$ cat config.mk
export PLATFORM = sky130hd
export DESIGN_NAME = bus_attr_addr_breakpoint_match
export DESIGN_NICKNAME = d
export VERILOG_FILES = /design/src/shared/bp_match_pkg.sv /design/src/rtl/access_class_decode.sv /design/src/rtl/bus_attr_addr_breakpoint_match.sv
export SDC_FILE = /design/constraint.sdc
export NUM_CORES = 1
export LEC_CHECK = 0
export ABC_AREA = 0
export CAP_MARGIN = 20
export CORE_ASPECT_RATIO = 0.6
export CORE_MARGIN = 2
export CORE_UTILIZATION = 35
export DETAILED_ROUTE_END_ITERATION = 12
export DONT_BUFFER_PORTS = 1
export PLACE_DENSITY_LB_ADDON = 0.08
export SYNTH_ARGS = -nofsm -noshare
export SYNTH_HDL_FRONTEND = slang
export SYNTH_HIERARCHICAL = 1
export SYNTH_SLANG_ARGS = --single-unit
$ cat constraint.sdc
create_clock -name ref_clk -period 2.9 [get_ports ref_clk]
set_input_delay 0.29 -clock ref_clk [delete_from_list [all_inputs] [get_ports ref_clk]]
set_output_delay 0.29 -clock ref_clk [all_outputs]
set_load 0.02 [all_outputs]
$ cat src/shared/bp_match_pkg.sv
package bp_match_pkg;
  // debug register selectors (5-bit)
  localparam logic [4:0] sel_attribute = 5'h06;
  localparam logic [4:0] sel_bound_high = 5'h0C;
  localparam logic [4:0] sel_bound_low = 5'h0D;
  localparam int selector_width = 5;
  // attribute register layout
  localparam int attr_width = 16;
  localparam logic [15:0] attr_reset = 16'h0005;
  localparam logic [31:0] bound_reset = 32'h00000000;
  localparam int rw_ignore_pos = 15;
  localparam int size_ignore_lsb = 13;
  localparam int type_ignore_lsb = 11;
  localparam int mod_ignore_lsb = 8;
  localparam int rw_pos = 7;
  localparam int size_lsb = 5;
  localparam int type_lsb = 3;
  localparam int mod_lsb = 0;
  // size encodings
  localparam logic [1:0] size_long = 2'h0;
  localparam logic [1:0] size_byte = 2'h1;
  localparam logic [1:0] size_word = 2'h2;
  // transfer type encodings
  localparam logic [1:0] type_normal = 2'h0;
  localparam logic [1:0] type_ext_dma = 2'h1;
  localparam logic [1:0] type_emulator = 2'h2;
  localparam logic [1:0] type_ack_cpu = 2'h3;
  // transfer modifier encodings
  localparam logic [2:0] mod_line_push = 3'h0;
  localparam logic [2:0] mod_user_a = 3'h1;
  localparam logic [2:0] mod_user_b = 3'h2;
  localparam logic [2:0] mod_super_data = 3'h5;
  localparam logic [2:0] mod_super_code = 3'h6;
  localparam logic [2:0] mod_cpu_space = 3'h0;

  // address compare modes chosen by the trigger logic
  typedef enum logic [1:0] {
    mode_exact,
    mode_inside,
    mode_outside
  } addr_mode_type;

  // decoded access class of the current transfer
  typedef enum logic [2:0] {
    class_reserved,
    class_line_push,
    class_user,
    class_super_data,
    class_super_code,
    class_emu_data,
    class_emu_code,
    class_cpu_space
  } access_class_type;

  // one local bus transfer
  typedef struct packed {
    logic valid;
    logic [31:0] addr;
    logic read_not_write;
    logic [1:0] size;
    logic [1:0] xfer_type;
    logic [2:0] xfer_mod;
  } bus_xfer_type;

  // register command (debug port or write-debug-control instruction)
  typedef struct packed {
    logic write;
    logic read;
    logic [4:0] selector;
    logic [31:0] wdata;
  } reg_cmd_type;

  // memory-command attributes taken from the attribute register
  typedef struct packed {
    logic [1:0] xfer_type;
    logic [2:0] xfer_mod;
  } mem_attr_type;
endpackage

$ cat src/rtl/access_class_decode.sv
`timescale 1ns/10ps
// combinational decode of transfer type and modifier into an access class
module access_class_decode
  import bp_match_pkg::*;
(
  input wire logic [1:0] xfer_type,
  input wire logic [2:0] xfer_mod,
  output access_class_type access_class
);
  // table per transfer type
  always_comb begin
    access_class = class_reserved;
    case (xfer_type)
      type_normal: begin
        case (xfer_mod)
          mod_line_push: access_class = class_line_push;
          mod_user_a, mod_user_b: access_class = class_user;
          mod_super_data: access_class = class_super_data;
          mod_super_code: access_class = class_super_code;
          default: access_class = class_reserved;
        endcase
      end
      type_emulator: begin
        case (xfer_mod)
          mod_super_data: access_class = class_emu_data;
          mod_super_code: access_class = class_emu_code;
          default: access_class = class_reserved;
        endcase
      end
      type_ack_cpu: begin
        // every modifier decodes to cpu space; the match block passes it out as ack_level
        access_class = class_cpu_space;
      end
      default: access_class = class_reserved;
    endcase
  end
endmodule // access_class_decode

$ cat src/rtl/bus_attr_addr_breakpoint_match.sv
`timescale 1ns/10ps
// What this block does
// compare attribute register against each bus transfer
// bit 15 set ignores read/write
// bits 14-13 ignore matching size bits
// bits 12-11 ignore matching type bits
// bits 10-8 ignore matching modifier bits
// bit 7 compared with read-not-write
// bits 6-5 compared with bus size
// bits 4-3 compared with transfer type
// type field also drives memory command type
// normal mode modifier decode
// emulator mode modifier decode
// acknowledge mode: cpu space or level
// modifier field drives memory command modifier
// bounds compared with every transfer address
// exact mode matches low register only
// inside mode matches inclusive range
// outside mode matches below low or above high
// low register holds full 32-bit bound
// high register used only for ranges
// registers reached by 5-bit selector commands
// attribute selector 0x06, reset 0x0005
// low selector 0x0D, high 0x0C
// attribute match needs all unmasked bits equal
module bus_attr_addr_breakpoint_match
  import bp_match_pkg::*;
#(
  parameter int addr_width = 32
)(
  input wire logic ref_clk,
  input wire logic rst,
  input wire bus_xfer_type xfer,
  input wire reg_cmd_type cmd,
  input wire addr_mode_type addr_mode,
  output logic attr_match,
  output logic addr_match,
  output logic match_valid,
  output access_class_type access_class,
  output logic [2:0] ack_level,
  output logic [31:0] read_data,
  output logic read_valid,
  output mem_attr_type mem_attr
);
  // refuse widths the comparator cannot serve
  initial begin
    if (addr_width != 32) begin
      $error("addr_width must be 32");
    end
  end

  // all block state
  typedef struct packed {
    logic [15:0] attribute_compare_value_mask;
    logic [31:0] address_bound_low;
    logic [31:0] address_bound_high;
    logic attr_match;
    logic addr_match;
    logic match_valid;
    access_class_type access_class;
    logic [2:0] ack_level;
    logic [31:0] read_data;
    logic read_valid;
  } state_type;

  state_type state;
  state_type next_state;
  access_class_type decoded_class; // from the decode leaf

  // unsigned compare, used by both range modes
  function automatic logic below(input logic [31:0] a, input logic [31:0] b);
    below = a < b;
  endfunction

  // attribute equality under a mask; set mask bits always compare equal
  function automatic logic masked_equal(input logic [7:0] want, input logic [7:0] got,
                                        input logic [7:0] ignore);
    masked_equal = ((want ^ got) & ~ignore) == 8'h00;
  endfunction

  // classify the live transfer
  access_class_decode u_decode (
    .xfer_type(xfer.xfer_type),
    .xfer_mod(xfer.xfer_mod),
    .access_class(decoded_class)
  );

  // next-state logic
  always_comb begin
    logic [7:0] attr_want;
    logic [7:0] attr_got;
    logic [7:0] attr_ignore;
    logic in_range;
    attr_want = 8'h00;
    attr_got = 8'h00;
    attr_ignore = 8'h00;
    in_range = 1'b0;
    next_state = state;
    next_state.read_valid = 1'b0;

    // register writes by selector
    if (cmd.write) begin
      case (cmd.selector)
        sel_attribute: next_state.attribute_compare_value_mask = cmd.wdata[15:0];
        sel_bound_low: next_state.address_bound_low = cmd.wdata;
        sel_bound_high: next_state.address_bound_high = cmd.wdata;
        default: ;
      endcase
    end

    // register reads; unknown selectors read zero
    if (cmd.read) begin
      next_state.read_valid = 1'b1;
      case (cmd.selector)
        sel_attribute: next_state.read_data = {16'h0000, state.attribute_compare_value_mask};
        sel_bound_low: next_state.read_data = state.address_bound_low;
        sel_bound_high: next_state.read_data = state.address_bound_high;
        default: next_state.read_data = 32'h00000000;
      endcase
    end

    // attribute compare: rw, size, type, modifier in the low byte
    attr_want = state.attribute_compare_value_mask[7:0];
    attr_got[rw_pos] = xfer.read_not_write;
    attr_got[size_lsb +: 2] = xfer.size;
    attr_got[type_lsb +: 2] = xfer.xfer_type;
    attr_got[mod_lsb +: 3] = xfer.xfer_mod;
    attr_ignore[rw_pos] = state.attribute_compare_value_mask[rw_ignore_pos];
    attr_ignore[size_lsb +: 2] = state.attribute_compare_value_mask[size_ignore_lsb +: 2];
    attr_ignore[type_lsb +: 2] = state.attribute_compare_value_mask[type_ignore_lsb +: 2];
    attr_ignore[mod_lsb +: 3] = state.attribute_compare_value_mask[mod_ignore_lsb +: 3];

    // address compare on every transfer
    in_range = !below(xfer.addr, state.address_bound_low) &&
               !below(state.address_bound_high, xfer.addr);

    // match results clear between transfers; access class and ack level are held
    next_state.match_valid = xfer.valid;
    if (xfer.valid) begin
      next_state.attr_match = masked_equal(attr_want, attr_got, attr_ignore);
      next_state.access_class = decoded_class;
      next_state.ack_level = (xfer.xfer_type == type_ack_cpu) ? xfer.xfer_mod : 3'h0;
      case (addr_mode)
        mode_exact: next_state.addr_match = xfer.addr == state.address_bound_low;
        mode_inside: next_state.addr_match = in_range;
        mode_outside: next_state.addr_match = !in_range;
        default: next_state.addr_match = 1'b0;
      endcase
    end else begin
      next_state.attr_match = 1'b0;
      next_state.addr_match = 1'b0;
    end

    // synchronous reset
    if (rst) begin
      next_state = '0;
      next_state.attribute_compare_value_mask = attr_reset;
      next_state.address_bound_low = bound_reset;
      next_state.address_bound_high = bound_reset;
      next_state.access_class = class_reserved;
    end
  end

  // state register
  always_ff @(posedge ref_clk) begin
    state <= next_state;
  end

  // outputs straight from flip-flops
  assign attr_match = state.attr_match;
  assign addr_match = state.addr_match;
  assign match_valid = state.match_valid;
  assign access_class = state.access_class;
  assign ack_level = state.ack_level;
  assign read_data = state.read_data;
  assign read_valid = state.read_valid;
  // memory command attributes come from the stored fields
  assign mem_attr.xfer_type = state.attribute_compare_value_mask[type_lsb +: 2];
  assign mem_attr.xfer_mod = state.attribute_compare_value_mask[mod_lsb +: 3];
endmodule // bus_attr_addr_breakpoint_match

==> parameters.txt, run 1 <==
Parameter                              Value

Routing
  DRT Pass-1 Iters ... 5
  DRC violation count after routing ... 0
  Initial DRC count ... 455
  Detailed-route wire length ... 20.8 mm
  Post-route antenna net violation count ... 0
  Routed len/inst ... 18.7 µm
  Routed vias/inst ... 5.07
  Via count of the routed design ... 5632

Timing
  Hold violation count in the final report ... 0
  Setup TNS after final layout ... 0 ps
  Hold Worst Slack ... 15.6 ps
  Least setup slack across all paths after layout ... 544 ps
  Minimum clock period ... 2360 ps
  Worst-Margin Slew ... 818 ps
  RSZ-0062 raised after global routing ... false
  Share of the clock period used by the worst path after layout ... 81.2%
  Headroom to the max-slew limit ... 45.3%
  Final worst clock skew ... 11.7 ps
  Number of endpoints failing setup at the final stage ... 0
  Final number of max-transition violations ... 0
  Max frequency ... 0.425 GHz

Global routing
  Initial antenna violation count ... 0
  GRT Util Overall ... 20.4%
  Largest net degree at the start of global routing ... 120
  Global-route wire length before repair ... 31.7 mm
  Via count of the first global-routing pass ... 5409
  Remaining global-route overflow ... 0

Placement
  Placed standard-cell area ... 6680 µm²
  Setup slack at placement ... 571 ps
  # placed instances ... 1043
  Placed wire-length estimate ... 14.4 mm
  Number of buffer cells added on primary ports ... 0
  RD Place Congestion ... 0.762

Setup path
  Worst EP required ... 3200 ps
  CP Depth ... 9
  Crit-path slowest cell ... sky130_fd_sc_hd__nor3_1
  Minimum setup slack among reg-to-reg paths ... 540 ps
  Crit path max fanout ... 3
  Crit-path max cell delay ... 420 ps
  Data arrival time of the critical path ... 2660 ps
  Crit end category ... flip-flop
  CP startpoint kind ... flip-flop
  Cell Chain, Critical Path ... inv_1 -> ha_1 -> nand4_1 -> nor3_1 -> nand2_1 -> or3_1 -> o2111ai_1 -> o22ai_1 -> mux2i_1
  Crit path buffers/inverters ... 1
  Largest delay share family, worst path ... simple AND/OR/NAND/NOR gates
  Type of the setup path with the least slack ... flip-flop to flip-flop
  Depth of the worst register-to-register path ... 9

Finish
  Most common cell after layout, fill and taps aside ... sky130_fd_sc_hd__nand2_1
  Count of filler cells inserted in the layout ... 1943
  Area grow syn2layout ... 12.7%
  Layout cell share with drive strength beyond 1 ... 8.77%
  Area of the multi-input gates ... 3620 µm²
  Area used by sequential logic in the layout ... 2440 µm²
  Final std cells w/o fill ... 1110
  Total inserted antenna cells ... 0
  Area of all placed cells without fillers ... 7700 µm²
  Utilization after layout ... 40.4%
  Final layout net count ... 978
  Commonest cells after routing, fill and taps aside ... sky130_fd_sc_hd__nand2_1, sky130_fd_sc_hd__a21oi_1, sky130_fd_sc_hd__dfxtp_1, sky130_fd_sc_hd__inv_1, sky130_fd_sc_hd__ha_1

Power
  Worst IR Drop VDD ... 0.000387 V
  Internal ... 3.40 mW
  Fraction of power consumed by the clock network ... 54.2%
  Sequential power share ... 39.5%
  Total power density per cell area ... 571 nW/µm²
  Final total power ... 4.40 mW
  Net Sw Frac ... 22.7%
  Leakage ... 2.89 nW
  Combinational power share ... 6.2%
  Net switching power of the design ... 0.997 mW

Yosys
  Number of warnings printed during yosys synthesis ... 6
  EDFF count, synth ... 0
  Sequential area share after synthesis ... 35.7%
  Main flop type after synthesis ... sky130_fd_sc_hd__dfxtp_1
  Post-synth design cell area ... 6840 µm²
  Asr flop ratio synth ... 0%
  Post-synthesis cell type count ... 43
  Mean cell area of the mapped netlist ... 7.93 µm²
  Post-Syn Instances ... 862
  Number of flip-flops and latches in the synthesized netlist ... 122
  Net Count, Synth ... 1009

Die
  Effective utilization at floorplan ... 35.8%
  Floorplan die area ... 20700 µm²
  Width of the die ... 184 µm
  Rows ... 39
  Die height ... 112 µm
  Core box area ... 19100 µm²
  Number of top-level design ports ... 131

Clock tree
  CTS tree ... done
  Number of cells upsized or downsized after cts ... 0
  Clock Sink Count ... 122
  CTS HTree Levels ... 4
  Register clock-pin slew on the reported worst setup and hold paths ... 60 ps
  Postcts setup bufs ... 0
  Maximum count of clock buffers along a single path ... 2
  CTS Root Buffer Type ... sky130_fd_sc_hd__clkbuf_16
  Skew-Pair Late Insertion Delay ... 420 ps
  Number of CTS-inserted buffers ... 17

Hold path
  Path class of the lowest-slack min-delay path ... input pin to flip-flop
  Cell count of the worst hold path ... 2

Status
  Outcome ... finished, final reports clean

Run
  Maxcap violations ... 0
==> cells in the mapped netlist, types with 8 or more instances <==
cell	instances	share of area, %
sky130_fd_sc_hd__inv_1	65	3.6
sky130_fd_sc_hd__nor2_1	31	1.7
sky130_fd_sc_hd__buf_2	17	1.2
sky130_fd_sc_hd__buf_4	45	4.9
sky130_fd_sc_hd__mux2_2	32	5.3
sky130_fd_sc_hd__ha_1	63	12
sky130_fd_sc_hd__dfxtp_1	122	36
sky130_fd_sc_hd__nand2_1	178	9.8
sky130_fd_sc_hd__a21oi_1	122	8.9
sky130_fd_sc_hd__a22oi_1	16	1.8
sky130_fd_sc_hd__a211oi_1	20	2.2
sky130_fd_sc_hd__xnor2_1	8	1.0
sky130_fd_sc_hd__nand3_1	23	1.7
sky130_fd_sc_hd__nand4_1	14	1.3
sky130_fd_sc_hd__nand2b_1	21	1.9
sky130_fd_sc_hd__nor3_1	8	0.59
sky130_fd_sc_hd__o21ai_0	11	0.81
sky130_fd_sc_hd__clkbuf_1	27	1.5
==> path summary, 6_finish.rpt <==
path / endpoint / startpoint
setup / recovery: addr_match / state[97]
hold / removal: state[70] / cmd[28]
setup reg to reg: addr_match / state[97]
hold reg to reg: state[88] / state[88]
==> power groups by stage <==
stage                     clock (mW)  combinational (mW)  sequential, mW
after floorplan                    0               0.228            1.75
after global placement             0               0.188            1.78
after detailed placement           0               0.190            1.78
after CTS                       2.43               0.274            1.74
after global routing            2.50               0.305            1.74
final                           2.38               0.274            1.74
==> layer usage <==
layer | wire (µm) | vias up | global-route usage (%) | part of all wire (%)
li1 | - | 2821 | - | -
met1 | 10600 | 2632 | 29.9 | 51
met2 | 8110 | 169 | 28.0 | 39
met3 | 1910 | 10 | 6.94 | 9.2
met4 | 160 | 0 | 5.33 | 0.77
met5 | 0 | - | 0 | 0
==> kinds of logic after synthesis <==
kind of cell    Yosys count  synth area share [%]
xor+xnor                  8                  1.02
compound gates          187                  15.8
buf+inv                 156                  11.4
mux                      36                  5.86
simple gates            290                  18.7
flops                   122                  35.7
fa+ha+maj                63                  11.5
==> sequential cells by signal (all words and copies together) (netlist names) <==
register      flops
attr_match        1
mem_attr          5
state            75
access_class      3
match_valid       1
read_data        32
read_valid        1
ack_level         3
addr_match        1
==> what timing repair did <==
| action | 4_1_cts | 5_1_grt |
|---|---|---|
| hold buffers | 35 | 0 |
| endpoints found under the setup margin | 0 | 0 |
| hold endpoints to repair | 119 | 0 |
==> layout make-up <==
| cell class | count | area share, % |
|---|---|---|
| flip-flops and latches | 122 | 31.7 |
| clock inverters | 10 | 2.44 |
| clock buffers | 22 | 6.03 |
| well taps | 266 | 4.32 |
| inverters | 65 | 3.17 |
| repair buffers | 41 | 5.36 |
| multi-input cells | 584 | 47.0 |
==> worst register-to-register path, cell delays in order, from the launching register on <==
cell and delay (ps):
sky130_fd_sc_hd__dfxtp_1 350, sky130_fd_sc_hd__inv_1 50, sky130_fd_sc_hd__ha_1 300, sky130_fd_sc_hd__nand4_1 200, sky130_fd_sc_hd__nor3_1 420, sky130_fd_sc_hd__nand2_1 160
sky130_fd_sc_hd__or3_1 410, sky130_fd_sc_hd__o2111ai_1 90, sky130_fd_sc_hd__o22ai_1 120, sky130_fd_sc_hd__mux2i_1 120
Power figures use the tool's default switching activity.
==> inputs of run 2 (changes only) <==
- ABC_AREA: 0 -> 1
- clock period: 2.9 -> 2.34 ns (I/O delays scaled with it)
==> parameters.txt, run 2 <==
Parameter                              Value

Yosys
  Number of warnings printed during yosys synthesis ... 6 (unchanged)
  Post-synthesis cell type with the largest combined area ... sky130_fd_sc_hd__dfxtp_1
  Number of flip-flops and latches in the synthesized netlist ... 122 (unchanged)
  Dominant cell by count in the synthesized netlist ... sky130_fd_sc_hd__a21oi_1
  Post-synth design cell area ... 6670 µm² (-2.5%)
  Area share of the leading cell type in the synthesized netlist ... 36.6% (+0.91 points)
  Asr flop ratio synth ... 0% (unchanged)
  Post-Syn Instances ... 911 (+5.7%)
  Main flop type after synthesis ... sky130_fd_sc_hd__dfxtp_1
  Mean cell area of the mapped netlist ... 7.32 µm² (-7.7%)
  Most used standard cells in the synthesized netlist ... sky130_fd_sc_hd__a21oi_1, sky130_fd_sc_hd__inv_1, sky130_fd_sc_hd__nand2_1
  EDFF count, synth ... 0 (unchanged)
  Sequential area share after synthesis ... 36.6% (+0.91 points)
  Top cells by area, synth ... sky130_fd_sc_hd__dfxtp_1, sky130_fd_sc_hd__ha_1, sky130_fd_sc_hd__a21oi_1
  Post-synthesis cell type count ... 30 (-30%)
  Net Count, Synth ... 1058 (+4.9%)

Finish
  Total inserted antenna cells ... 0 (unchanged)
  Register bank with the most flops ... state
  Area grow syn2layout ... 13.8%
  Flip-flop count of the largest register after layout ... 75 (unchanged)
  Utilization after layout ... 40.3% (-0.11 points)
  Final std cells w/o fill ... 1153 (+3.9%)
  Most common cell after layout, fill and taps aside ... sky130_fd_sc_hd__a21oi_1
  Final layout net count ... 1042 (+6.5%)
  Layout cell share with drive strength beyond 1 ... 5.84% (-2.9 points)
  Commonest cells after routing, fill and taps aside ... sky130_fd_sc_hd__a21oi_1, sky130_fd_sc_hd__inv_1, sky130_fd_sc_hd__nand2_1, sky130_fd_sc_hd__dfxtp_1, sky130_fd_sc_hd__o21ai_0

Status
  Outcome ... finished, final reports clean

Clock tree
  CTS Root Buffer Type ... sky130_fd_sc_hd__clkbuf_16
  Number of CTS-inserted buffers ... 17 (unchanged)
  Number of hold buffers added after cts ... 36 (+2.9%)
  CTS tree ... done
  Register clock-pin slew on the reported worst setup and hold paths ... 60 ps (about the same)
  Postcts setup bufs ... 0 (unchanged)
  Clock Sink Count ... 122 (unchanged)
  CTS HTree Levels ... 4 (unchanged)
  Number of cells upsized or downsized after cts ... 0 (unchanged)
  Maximum count of clock buffers along a single path ... 2 (unchanged)
  Skew-Pair Late Insertion Delay ... 430 ps (about the same)

Timing
  Worst-Margin Slew ... 837 ps (+18.6 ps)
  Hold violation count in the final report ... 0 (unchanged)
  Max frequency ... 0.552 GHz (+30%)
  Headroom to the max-slew limit ... 44.0% (-1.2 points)
  Share of the clock period used by the worst path after layout ... 77.4% (-3.9 points)
  Number of endpoints failing setup at the final stage ... 0 (unchanged)
  Final number of max-transition violations ... 0 (unchanged)
  Minimum clock period ... 1810 ps (-546 ps)
  Setup TNS after final layout ... 0 ps (unchanged)
  RSZ-0062 raised after global routing ... false
  Final worst clock skew ... 8.76 ps (-2.90 ps)

Setup path
  Crit-path slowest cell ... sky130_fd_sc_hd__nor4_1
  Type of the setup path with the least slack ... flip-flop to flip-flop
  Data arrival time of the critical path ... 2130 ps (-530 ps)
  Cell Chain, Critical Path ... inv_1 -> ha_1 -> nand2_1 -> nor2_1 -> nand4_1 -> nor4_1 -> nand2_1 -> nand2_1 -> nand3_1 -> nand2_1 -> nor2_1
  Worst path most repeated cell ... sky130_fd_sc_hd__nand2_1
  CP startpoint kind ... flip-flop
  Reg2reg start ... state[105]
  Crit path buffers/inverters ... 1 (unchanged)
  Launching instance or port of the critical path ... state[105]
  Worst EP required ... 2660 ps (-540 ps)
  Crit path max fanout ... 3 (unchanged)
  Crit-path max cell delay ... 330 ps (-90 ps)
  Crit end category ... flip-flop
  Largest delay share family, worst path ... simple AND/OR/NAND/NOR gates

Routing
  Initial DRC count ... 336 (-26%)
  Via count of the routed design ... 5824 (+3.4%)
  DRC violation count after routing ... 0 (unchanged)
  Routed vias/inst ... 5.05 (-0.45%)
  Routed len/inst ... 18.7 µm (-0.19%)
  Post-route antenna net violation count ... 0 (unchanged)
  DRT Pass-1 Iters ... 5 (unchanged)
  Detailed-route wire length ... 21.5 mm (+3.7%)

Power
  Internal ... 4.04 mW (+19%)
  Sequential power share ... 40.5% (+1.0 points)
  Total power density per cell area ... 694 nW/µm² (+22%)
  Worst IR Drop VDD ... 0.000500 V (+29%)
  Net Sw Frac ... 23.3% (+0.66 points)
  Combinational power share ... 7.2% (+1.0 points)
  Net switching power of the design ... 1.23 mW (+23%)
  Leakage ... 3.07 nW (+6.0%)
  Fraction of power consumed by the clock network ... 52.3% (-1.9 points)

Die
  Width of the die ... 182 µm (-1.2%)
  Core box area ... 18800 µm² (-1.3%)
  Number of top-level design ports ... 131 (unchanged)
  Rows ... 39 (unchanged)
  Floorplan die area ... 20200 µm² (-2.4%)
  Effective utilization at floorplan ... 35.4% (-0.44 points)
  Die height ... 111 µm (-1.2%)

Global routing
  GRT Util Overall ... 22.0% (+1.7 points)
  Largest net degree at the start of global routing ... 65 (-46%)
  Global-route wire length before repair ... 32.9 mm (+3.7%)
  Remaining global-route overflow ... 0 (unchanged)
  Initial antenna violation count ... 0 (unchanged)
  Via count of the first global-routing pass ... 5633 (+4.1%)

Placement
  RD Place Congestion ... 0.835 (+9.6%)
  Placed wire-length estimate ... 15.3 mm (+6.3%)
  # placed instances ... 1086 (+4.1%)
  Number of buffer cells added on primary ports ... 0 (unchanged)

Hold path
  Worst hold path startpoint ... cmd[13]
  Path class of the lowest-slack min-delay path ... input pin to flip-flop

Run
  Maxcap violations ... 0 (unchanged)
run 2: cell types whose count changed after synthesis, sizes merged, moves of 13 or more:
cell,before,now
o21ai,11,109
a21oi,122,149
nand3,23,10
o22ai,3,29
nand2,178,133
nand2b,21,0
a211oi,20,0
inv,65,141
mux2,32,0
a22oi,16,0
run 2: path summary, 6_finish.rpt:
| kind | to | slack, ps | cells after the start |
|---|---|---|---|
| hold / removal | state[119] | 10 | 2 |
| hold reg to reg | state[74] | 470 | 2 |
| setup / recovery | addr_match | 530 | 11 |
| setup reg to reg | addr_match | 530 | 11 |
run 2: cell type report:
cell class                 count  area, µm²
clock inverter                 7        114
inverter                     141        529
clock buffer                  24        492
tap                          246        308
fill                        1931      11300
sequential                   122       2440
timing repair buffer          50        500
multi-input combinational    563       3200
run 2: routing by layer:
| metal | vias up | global-route usage (%) | part of all wire, % |
|---|---|---|---|
| met2 | 172 | 28.7 | 36 |
| met1 | 2680 | 32.7 | 53 |
| met4 | 0 | 5.54 | 1.1 |
| li1 | 2950 | - | - |
| met3 | 22 | 9.13 | 9.5 |
| met5 | - | 0 | 0 |
run 2: logic make-up (layout without fill, tap and decap cells):
group                      Yosys count  in the layout  synth area share, %
and+or+nand+nor                    198            198                 12.2
AOI/OAI and AO/OA                  300            300                 23.7
buffers and inverters              226            222                 15.4
adders and majority gates           63             63                 11.8
DFF                                122            122                 36.6
xor gates and xnor gates             2              2                0.263
run 2: power by group through the flow:
| stage | clock (mW) | sequential [mW] | combinational [mW] |
|---|---|---|---|
| 2_1_floorplan | 0 | 2.16 | 0.268 |
| 3_3_place_gp | 0 | 2.18 | 0.301 |
| 3_5_place_dp | 0 | 2.18 | 0.306 |
| 4_1_cts | 2.81 | 2.13 | 0.381 |
| 5_1_grt | 2.89 | 2.14 | 0.437 |
| 6_report | 2.75 | 2.13 | 0.379 |
run 2: worst reg2reg max path, cell delays in order, from the launching register on:
cell and delay (ps):
sky130_fd_sc_hd__dfxtp_1 300, sky130_fd_sc_hd__inv_1 60, sky130_fd_sc_hd__ha_1 290, sky130_fd_sc_hd__nand2_1 70, sky130_fd_sc_hd__nor2_1 140, sky130_fd_sc_hd__nand4_1 170, sky130_fd_sc_hd__nor4_1 330, sky130_fd_sc_hd__nand2_1 80
sky130_fd_sc_hd__nand2_1 90, sky130_fd_sc_hd__nand3_1 80, sky130_fd_sc_hd__nand2_1 60, sky130_fd_sc_hd__nor2_1 30
run 2: through the flow:
| step | hold slack, ps | total power [mW] | instance area, µm² | setup slack (ps) |
|---|---|---|---|---|
| floorplan | 347 | 2.43 | 6670 | 798 |
| global placement | 310 | 2.48 | 6610 | 611 |
| detailed placement | 311 | 2.49 | 6610 | 540 |
| CTS | 0.0369 | 5.32 | 7580 | 536 |
| global route | 6.00 | 5.47 | 7580 | 280 |
| finish | 10.2 | 5.26 | 7580 | 530 |
